==> src/rtl/optical_module_params.svh <==
// Constants for the optical module control and status logic
`ifndef OPTICAL_MODULE_PARAMS_SVH
`define OPTICAL_MODULE_PARAMS_SVH
`define CLK_FREQ_HZ        10000000
`define T_OFF_US           10
`define T_ON_US            1000
`define T_INIT_MS          300
`define T_FAULT_US         100
`define T_RESET_US         10
`define T_LOSS_US          100
`define F_SERIAL_MAX_HZ    100000
`define HYST_TENTH_DB      5
`define LEVEL_W            8
// Cycle counts derived from the clock rate
`define OFF_CYC   (`T_OFF_US * (`CLK_FREQ_HZ / 1000000))
`define ON_CYC    (`T_ON_US * (`CLK_FREQ_HZ / 1000000))
`define INIT_CYC  (`T_INIT_MS * (`CLK_FREQ_HZ / 1000))
`define FAULT_CYC (`T_FAULT_US * (`CLK_FREQ_HZ / 1000000))
`define RESET_CYC (`T_RESET_US * (`CLK_FREQ_HZ / 1000000))
`define LOSS_CYC  (`T_LOSS_US * (`CLK_FREQ_HZ / 1000000))
`endif

==> src/rtl/optical_module_pkg.sv <==
// Types for the optical module control and status logic
package optical_module_pkg;
  typedef enum logic [3:0] {
    ST_INIT  = 4'b0001,
    ST_RUN   = 4'b0010,
    ST_OFF   = 4'b0100,
    ST_FAULT = 4'b1000
  } tx_state_e;
endpackage
==> src/rtl/optical_module_ctrl.sv <==
// Transmit control, fault latch and receive loss detection of the module
`timescale 1ns/1ps
`include "optical_module_params.svh"
module optical_module_ctrl #(
  parameter int INIT_CYCLES  = `INIT_CYC,
  parameter int ON_CYCLES    = `ON_CYC,
  parameter int FILT_CYCLES  = `LOSS_CYC / 2,
  parameter int RESET_CYCLES = `RESET_CYC,
  parameter int LEVEL_W      = `LEVEL_W,
  parameter logic [LEVEL_W-1:0] LOS_SET_LEVEL   = 8'h40,
  parameter logic [LEVEL_W-1:0] LOS_CLEAR_LEVEL = 8'h48
) (
  // Clock and reset
  input  wire logic               ref_clk,
  input  wire logic               rst,
  // Host pins
  input  wire logic               tx_off_req,
  output logic                    tx_fault,
  output logic                    receive_signal_lost,
  // Analog front end
  input  wire logic               laser_fault,
  input  wire logic [LEVEL_W-1:0] rx_level,
  output logic                    laser_enable,
  output logic                    init_done
);
  localparam int CW = 22;
  // Clear level must exceed set level for hysteresis
  localparam logic [LEVEL_W-1:0] LOS_CLR = (LOS_CLEAR_LEVEL > LOS_SET_LEVEL) ?
    LOS_CLEAR_LEVEL : LOS_SET_LEVEL + 1'b1;

  localparam int SW = LEVEL_W + 2;
  // Off request resets high so the laser stays dark until the pin is seen
  localparam logic [SW-1:0] SYNC_INIT = {1'b1, 1'b0, {LEVEL_W{1'b0}}};

  logic [SW-1:0]      pin_in;
  logic [SW-1:0]      sync_s1_reg;
  logic [SW-1:0]      sync_reg;
  logic               off_reg;
  logic               flt_reg;
  logic [LEVEL_W-1:0] lvl_reg;
  optical_module_pkg::tx_state_e state_reg;
  logic [CW-1:0] cnt_reg;
  logic [CW-1:0] hold_reg;
  logic       clr_armed_reg;
  logic       los_raw_reg;
  logic [CW-1:0] los_cnt_reg;

  // Pin synchronisers, one pair of flip-flops per pin bit
  assign pin_in = {tx_off_req, laser_fault, rx_level};

  genvar gi;
  generate
    for (gi = 0; gi < SW; gi++) begin : g_sync
      always_ff @(posedge ref_clk) begin
        if (rst) begin
          sync_s1_reg[gi] <= SYNC_INIT[gi];
          sync_reg[gi]    <= SYNC_INIT[gi];
        end else begin
          sync_s1_reg[gi] <= pin_in[gi];
          sync_reg[gi]    <= sync_s1_reg[gi];
        end
      end
    end
  endgenerate

  // Level bits are sampled one by one; the debounce filter
  // hides the odd mixed code while the level moves
  assign off_reg = sync_reg[SW-1];
  assign flt_reg = sync_reg[SW-2];
  assign lvl_reg = sync_reg[LEVEL_W-1:0];

  // Off request held long enough arms a fault clear
  always_ff @(posedge ref_clk) begin
    if (rst) begin
      hold_reg      <= '0;
      clr_armed_reg <= 1'b0;
    end else if (off_reg) begin
      if (hold_reg < CW'(RESET_CYCLES))
        hold_reg <= hold_reg + 1'b1;
      else
        clr_armed_reg <= 1'b1;
    end else begin
      hold_reg      <= '0;
      clr_armed_reg <= 1'b0;
    end
  end

  // Transmit state machine
  always_ff @(posedge ref_clk) begin
    if (rst) begin
      state_reg <= optical_module_pkg::ST_INIT;
      cnt_reg   <= '0;
    end else begin
      case (state_reg)
        optical_module_pkg::ST_INIT: begin
          if (flt_reg) begin
            state_reg <= optical_module_pkg::ST_FAULT;
          end else if (off_reg) begin
            state_reg <= optical_module_pkg::ST_OFF;
          end else if (cnt_reg >= CW'(INIT_CYCLES - 1)) begin
            state_reg <= optical_module_pkg::ST_RUN;
          end else if (cnt_reg >= CW'(ON_CYCLES - 1)) begin
            cnt_reg <= cnt_reg + 1'b1;
          end else begin
            cnt_reg <= cnt_reg + 1'b1;
          end
        end
        optical_module_pkg::ST_RUN: begin
          if (flt_reg)
            state_reg <= optical_module_pkg::ST_FAULT;
          else if (off_reg)
            state_reg <= optical_module_pkg::ST_OFF;
        end
        optical_module_pkg::ST_OFF: begin
          if (!off_reg) begin
            state_reg <= optical_module_pkg::ST_INIT;
            cnt_reg   <= '0;
          end
        end
        optical_module_pkg::ST_FAULT: begin
          // Only a qualifying off pulse leaves the latched fault
          if (!off_reg && clr_armed_reg) begin
            state_reg <= optical_module_pkg::ST_INIT;
            cnt_reg   <= '0;
          end
        end
        default: begin
          state_reg <= optical_module_pkg::ST_INIT;
          cnt_reg   <= '0;
        end
      endcase
    end
  end

  // Laser drive; off at once in off, fault and while requested
  always_ff @(posedge ref_clk) begin
    if (rst)
      laser_enable <= 1'b0;
    else
      laser_enable <= !off_reg && !flt_reg &&
        ((state_reg == optical_module_pkg::ST_RUN) ||
         ((state_reg == optical_module_pkg::ST_INIT) &&
          (cnt_reg < CW'(ON_CYCLES - 1))));
  end

  // Fault and init status
  always_ff @(posedge ref_clk) begin
    if (rst) begin
      tx_fault  <= 1'b0;
      init_done <= 1'b0;
    end else begin
      tx_fault  <= (state_reg == optical_module_pkg::ST_FAULT);
      init_done <= (state_reg == optical_module_pkg::ST_RUN);
    end
  end

  // Loss comparator with hysteresis
  always_ff @(posedge ref_clk) begin
    if (rst)
      los_raw_reg <= 1'b1;
    else if (lvl_reg < LOS_SET_LEVEL)
      los_raw_reg <= 1'b1;
    else if (lvl_reg >= LOS_CLR)
      los_raw_reg <= 1'b0;
  end

  // Debounce filter; half the allowed time leaves margin for sync delay
  always_ff @(posedge ref_clk) begin
    if (rst) begin
      los_cnt_reg         <= '0;
      receive_signal_lost <= 1'b1;
    end else if (los_raw_reg == receive_signal_lost) begin
      los_cnt_reg <= '0;
    end else if (los_cnt_reg >= CW'(FILT_CYCLES - 1)) begin
      los_cnt_reg         <= '0;
      receive_signal_lost <= los_raw_reg;
    end else begin
      los_cnt_reg <= los_cnt_reg + 1'b1;
    end
  end
endmodule

==> config.mk <==
export PLATFORM = sky130hd
export DESIGN_NAME = optical_module_ctrl
export DESIGN_NICKNAME = d
export VERILOG_FILES = /design/src/rtl/optical_module_pkg.sv /design/src/rtl/optical_module_ctrl.sv
export VERILOG_INCLUDE_DIRS = /design/src /design/src/rtl
export SDC_FILE = /design/constraint.sdc
export NUM_CORES = 1
export LEC_CHECK = 0
export BUFFER_PORTS_ARGS = -buffer_cell sky130_fd_sc_hd__buf_2
export CORE_UTILIZATION = 59
export CTS_CLUSTER_SIZE = 10
export DETAILED_ROUTE_END_ITERATION = 10
export PLACE_DENSITY = 0.77
export SYNTH_ARGS = -nofsm -noshare
export SYNTH_HDL_FRONTEND = slang
export SYNTH_SLANG_ARGS = --single-unit
==> constraint.sdc <==
create_clock -name ref_clk -period 2.4 [get_ports ref_clk]
set_input_delay 0.36 -clock ref_clk [delete_from_list [all_inputs] [get_ports ref_clk]]
set_output_delay 0.36 -clock ref_clk [all_outputs]
set_load 0.01 [all_outputs]
After elaboration in Yosys (flattened, before gate mapping)
Cells that the tools add are included.

Add/subtract/negate cells: 3. Order comparisons: 6. Eq/ne operators: 12. Mux-type cells: 14. Bitwise logic cells: 3. Reduce and logical (&&, ||, !) cells: 13.

Operator list (number): $mux W22 (5); $pmux W22 S4 (1); $add A22 B1 Y22 const B (3); $mux W4 (7); $ge A22 B22 Y1 const B (1); $ge A22 B9 Y1 const B (1); $lt A22 B14 Y1 const B (1); $lt A22 B7 Y1 const B (1); $pmux W4 S4 (1); $ne A2 B2 Y1 const B (5); $ge A8 B7 Y1 const B (1); $lt A8 B7 Y1 const B (1); $reduce_and A6 Y1 (1); $eq A4 B1 Y1 const B (1); $eq A4 B2 Y1 const B (1); $eq A4 B3 Y1 const B (1); $eq A4 B4 Y1 const B (1); $logic_and A1 B1 Y1 (4); $ne A4 B4 Y1 const B (1); $reduce_and A4 Y1 (1); $reduce_or A2 Y1 (2); $ne A3 B3 Y1 const B (1); $not A1 Y1 (3); $reduce_or A3 Y1 (1); other kinds (4) (5).

Register bits after elaboration: 96. Output and inout port bits: 4. Word-level logic and storage cells: 81.

Depth between registers and ports, before layout
Depth in word-level cells: 5. Depth in mapped cells: 8.

Worst setup path before layout
OpenSTA, ideal clock, no wires.

Path type: reg-to-reg. Start: register cnt_reg[0]. End: register cnt_reg[18]. Library setup time: 71 ps. Arrival time: 1780 ps. Required time: 2329 ps. Setup slack: 550 ps. Stages on the path, launching flop included: 9. Buffers on the path: 1. Clock period less this slack: 1850 ps. Path through: dfxtp_1 ha_1 nand3_1 o21ai_0 a22oi_2 nand3_2 buf_2 or3_1 a21oi_1.

Longest elaborated chain between the ends: 5. Elaborated cells on any way between the ends: 8. Classes of those cells: add/sub (1); order compare (1); eq/ne (1); mux (4); reduce/logical (1).

Ends and longest elaborated chain: start: declaration (line optical_module_ctrl.sv:42) `logic [CW-1:0] cnt_reg;`; start signal: assignment (line optical_module_ctrl.sv:103) `cnt_reg <= cnt_reg + 1'b1;`; start signal: assignment (line optical_module_ctrl.sv:105) `cnt_reg <= cnt_reg + 1'b1;`; $add A22 B1 Y22 (line optical_module_ctrl.sv:103, optical_module_ctrl.sv:105); $mux W22 (line optical_module_ctrl.sv:100) `end else if (cnt_reg >= CW'(INIT_CYCLES - 1)) begin`; $mux W22 (line optical_module_ctrl.sv:98) `end else if (off_reg) begin`; $mux W22 (line optical_module_ctrl.sv:96) `if (flt_reg) begin`; $pmux W22 S4 (line optical_module_ctrl.sv:94) `case (state_reg)`.

Several ways; a longest one is shown, not always the timed one. The select of a mux whose other input is x is not followed. A chain may end at the register's enable or synchronous reset.

Worst setup path in the final report
Start: register state_reg[2]. End: register cnt_reg[16].

Longest elaborated chain between the ends: 3. Elaborated cells on any way between the ends: 12. Classes of those cells: eq/ne (9); mux (1); bitwise (1); reduce/logical (1).

Ends and longest elaborated chain: start: declaration (line optical_module_ctrl.sv:41) `optical_module_pkg::tx_state_e state_reg;`; start signal: assignment (line optical_module_ctrl.sv:91) `state_reg <= optical_module_pkg::ST_INIT;`; start signal: assignment (line optical_module_ctrl.sv:97) `state_reg <= optical_module_pkg::ST_FAULT;`; start signal: assignment (line optical_module_ctrl.sv:99) `state_reg <= optical_module_pkg::ST_OFF;`; $eq A4 B1 Y1, or another cell as far along (line optical_module_ctrl.sv:94); $ne A2 B2 Y1 (no source line) or $not A1 Y1 (tied branches); $reduce_and A6 Y1 (no source line).

Several ways; a longest one is shown, not always the timed one.

==> summary.txt <==
Outcome
  • Status: complete, no violations

Synthesis
  • Adder-cell share of the synthesized area: 0.0112
  • Proportion of synthesized area in mux cells: 0.00300
  • XOR/XNOR Fraction of Synth Area: 0.0709
  • Mapped cell area: 3340 um2
  • Synthesis Warnings: 0
  • Simple-gate area share of the yosys netlist: 0.274
  • Synth Area in Compound Gates: 0.0769
  • Yosys reg bits: 90
  • EDFF count, synth: 0
  • Syn Area/Cell: 9.59 um2
  • Post-synthesis sequential area ratio: 0.540
  • Ranking of synthesized cells by area: dfxtp_1 (54%), xor2_1 (5.0%), nor2_1 (4.7%)
  • Post-synth top area share: 0.540
  • Gate Count Post-Synth: 348
  • Yosys top cell by area: dfxtp_1
  • Synth cell types: 43
  • Primary FF master, synth: dfxtp_1
  • Largest family of logic cells by synthesized area: simple AND/OR/NAND/NOR gates
  • Ys async rst share: 0

Critical path
  • Register-to-register setup slack: 0.23 ns
  • Worst endpoint required time: 2.67 ns
  • Bufs and invs on worst path: 0
  • Critical path peak fanout: 13
  • Delay-heaviest family, CP: simple AND/OR/NAND/NOR gates
  • FF-to-FF End: cnt_reg[16]$_SDFFE_PP0P_
  • FF-to-FF Start: state_reg[2]$_SDFFE_PP0P_
  • Worst-path cell chain: nand2b_1 > o22ai_2 > a2111oi_4 > nand3_2 > or4_1 > a21oi_1
  • Worst r2r path cells: 6
  • Kind of critical path: reg -> reg
  • Crit start category: flip-flop
  • Max incr delay on CP: 0.48 ns
  • Crit end category: flip-flop
  • Critical Path AT: 2.44 ns
  • Critical path's slowest cell: dfxtp_1

Min path
  • Hold crit path type: in -> reg
  • Hold path startpoint: tx_off_req
  • Hold endpoint: sync_s1_reg[9]$_SDFF_PP1_
  • Hold Crit Depth: 2

Power and ir drop
  • Switching share of power: 0.229
  • Clock share of power: 0.380
  • Psw: 624 uW
  • Internal power: 2100 uW
  • Total power: 2720 uW
  • Comb pwr share: 0.046
  • Leak pwr: 0.00141 uW
  • Share of power burned in registers: 0.573
  • Pwr dens: 730 nW/um2
  • Max IR drop VDD: 0.500 mV

Floorplan
  • IO Pins: 16
  • Die area: 5960 um2
  • Total core area: 5470 um2
  • Die width: 77.2 um
  • Placement Rows: 27
  • Starting density of the core: 0.610
  • Chip Height: 77.2 um

Cells and area
  • Diodes inserted: 0
  • Area delta synth->final: 11.7%
  • Finished layout cell area: 3730 um2
  • Nets@finish: 392
  • Layout cells sized above 1: 0.113

Routing
  • Via Count: 2,366
  • Router iterations before antenna repair: 4
  • Final wirelength: 5.51 mm
  • DRC Markers: 0
  • Routed WL per cell: 12.1 um
  • Antenna Nets Post-Route: 0
  • Routed vias/inst: 5.21
  • Starting DRC count in detailed routing: 115

Timing
  • Slew Limit Fails: 0
  • Final Hold Fails: 0
  • Final Critical Period: 2.17 ns
  • Slew headroom: 0.525
  • RSZ-0062 raised after global routing: no
  • Fmax: 460 MHz
  • Worst slew pin tran: 0.711 ns
  • Clk_skew: 0.0101 ns
  • Tcrit/Tclk final: 0.906
  • Final setup viols: 0
  • Final TNS setup: 0 ns

Global routing
  • Remaining global-route overflow: 0
  • Total GRT Usage: 0.202
  • First-pass GRT wire length: 9.57 mm
  • Initial antenna violation count: 0
  • Largest net degree at the start of global routing: 27
  • Vias in the first global route: 2,174

Clock network
  • Root Buffer: clkbuf_8
  • Post-CTS Setup Bufs: 0
  • Clk_lat worst skew: 0.35 ns
  • Post-cts sizing count: 0
  • Clock net sink count: 90
  • Hold Buf Count CTS: 0
  • Reg clk slew, reported paths: 0.08 ns
  • TritonCTS clock tree: done
  • Max Root-Sink Buffers: 2
  • Total CTS buffers: 9
  • CTS HTree Levels: 3

Placement
  • Port buffer count: 12
  • Gpl congestion: 0.887
  • Area after DPL: 3520 um2
  • Dpl hpwl: 3.65 mm

Job
  • Max-Cap Viols: 0
==> cells in the final DEF, fill, tap and decap left out, types with 2 or more instances in the layout <==
master / synthesis / layout
a31oi_1: 2 / 2
conb_1: 1 / 13
a21oi_1: 15 / 15
xor2_1: 19 / 19
dfxtp_1: 90 / 90
nor2b_1: 15 / 15
nand3_1: 13 / 13
nand2b_1: 3 / 3
xnor2_1: 8 / 8
o21ai_0: 7 / 7
and2_1: 15 / 15
buf_4: 1 / 6
nand3b_1: 2 / 2
ha_1: 3 / 3
nor2_1: 42 / 42
or4_1: 2 / 2
o31ai_1: 5 / 5
nand4_1: 15 / 15
or2_2: 4 / 4
clkbuf_8: 0 / 10
nand2_1: 19 / 19
nor3_1: 10 / 10
buf_2: 4 / 12
nor4_1: 10 / 10
clkinv_4: 0 / 2
inv_1: 6 / 6
and3_1: 9 / 9
or3_1: 5 / 5
==> cells in the mapped netlist, drive strengths merged (3+ instances only) <==
cell	number
ha	3
xor2	19
or3	5
nor3	10
xnor2	8
o21ai	7
dfxtp	90
nor4	10
nand4	15
nor2b	16
buf	5
inv	6
nand2b	3
clkbuf	7
or2	4
and3	9
nand2	19
a21oi	15
and2	15
nand3	14
nor2	42
o31ai	5
==> worst register-to-register path, cell delays in order (launching register included) <==
cell	delay (ns)
dfxtp_1	0.48
nand2b_1	0.16
o22ai_2	0.10
a2111oi_4	0.44
nand3_2	0.29
or4_1	0.48
a21oi_1	0.15
==> per-layer routing <==
metal	track usage	routed length (um)	vias to the layer above
met5	0	0	-
met4	0.104	112	0
met3	0.0440	189	10
met2	0.298	2450	45
met1	0.277	2760	1068
li1	-	-	1243
==> stage by stage <==
| step | std cells | hold WS, ns | setup WS [ns] | utilization |
|---|---|---|---|---|
| global placement | 438 | 0.392 | 0.295 | 0.644 |
| CTS | 454 | 0.195 | 0.221 | 0.681 |
| global route | 454 | 0.190 | 0.0556 | 0.681 |
| detailed placement | 438 | 0.395 | 0.246 | 0.644 |
| floorplan | 360 | 0.389 | 0.550 | - |
| finish | 454 | 0.200 | 0.227 | 0.681 |
==> kinds of logic (layout without fill, tap and decap cells) <==
| logic type | Yosys count | count (layout) |
|---|---|---|
| adder cells (fa/ha/maj) | 3 | 3 |
| multiplexers | 1 | 1 |
| other | 1 | 13 |
| XOR/XNOR | 27 | 27 |
| AO/OA/AOI/OAI | 37 | 37 |
| buffers and inverters | 18 | 40 |
| flip-flops | 90 | 90 |
| AND/OR/NAND/NOR | 171 | 171 |
==> worst max path at each step <==
stage | cells past startpoint | endpoint | from
after detailed placement | 6 | cnt_reg[16]$_SDFFE_PP0P_ | state_reg[2]$_SDFFE_PP0P_
after global routing | 6 | cnt_reg[16]$_SDFFE_PP0P_ | state_reg[2]$_SDFFE_PP0P_
after CTS | 6 | cnt_reg[16]$_SDFFE_PP0P_ | state_reg[2]$_SDFFE_PP0P_
after floorplan | 8 | cnt_reg[18]$_SDFFE_PP0P_ | cnt_reg[0]$_SDFFE_PP0P_
final | 6 | cnt_reg[16]$_SDFFE_PP0P_ | state_reg[2]$_SDFFE_PP0P_
after global placement | 6 | cnt_reg[16]$_SDFFE_PP0P_ | state_reg[2]$_SDFFE_PP0P_
==> cell type report <==
class | instances | area (um2)
Clock inverter | 5 | 61.3
Sequential cell | 90 | 1800
Multi-Input combinational cell | 252 | 1500
Inverter | 6 | 22.5
Clock buffer | 11 | 141
Fill cell | 462 | 1750
Tap cell | 72 | 90.1
Timing Repair Buffer | 18 | 105
==> power groups by stage <==
stage,registers (uW),clock network (uW),logic (uW)
finish,1560,1030,126
detailed placement,1590,0,127
floorplan,1580,0,110
CTS,1560,1060,127
global placement,1590,0,123
global route,1560,1110,144
(Power assumes the default switching activity.)
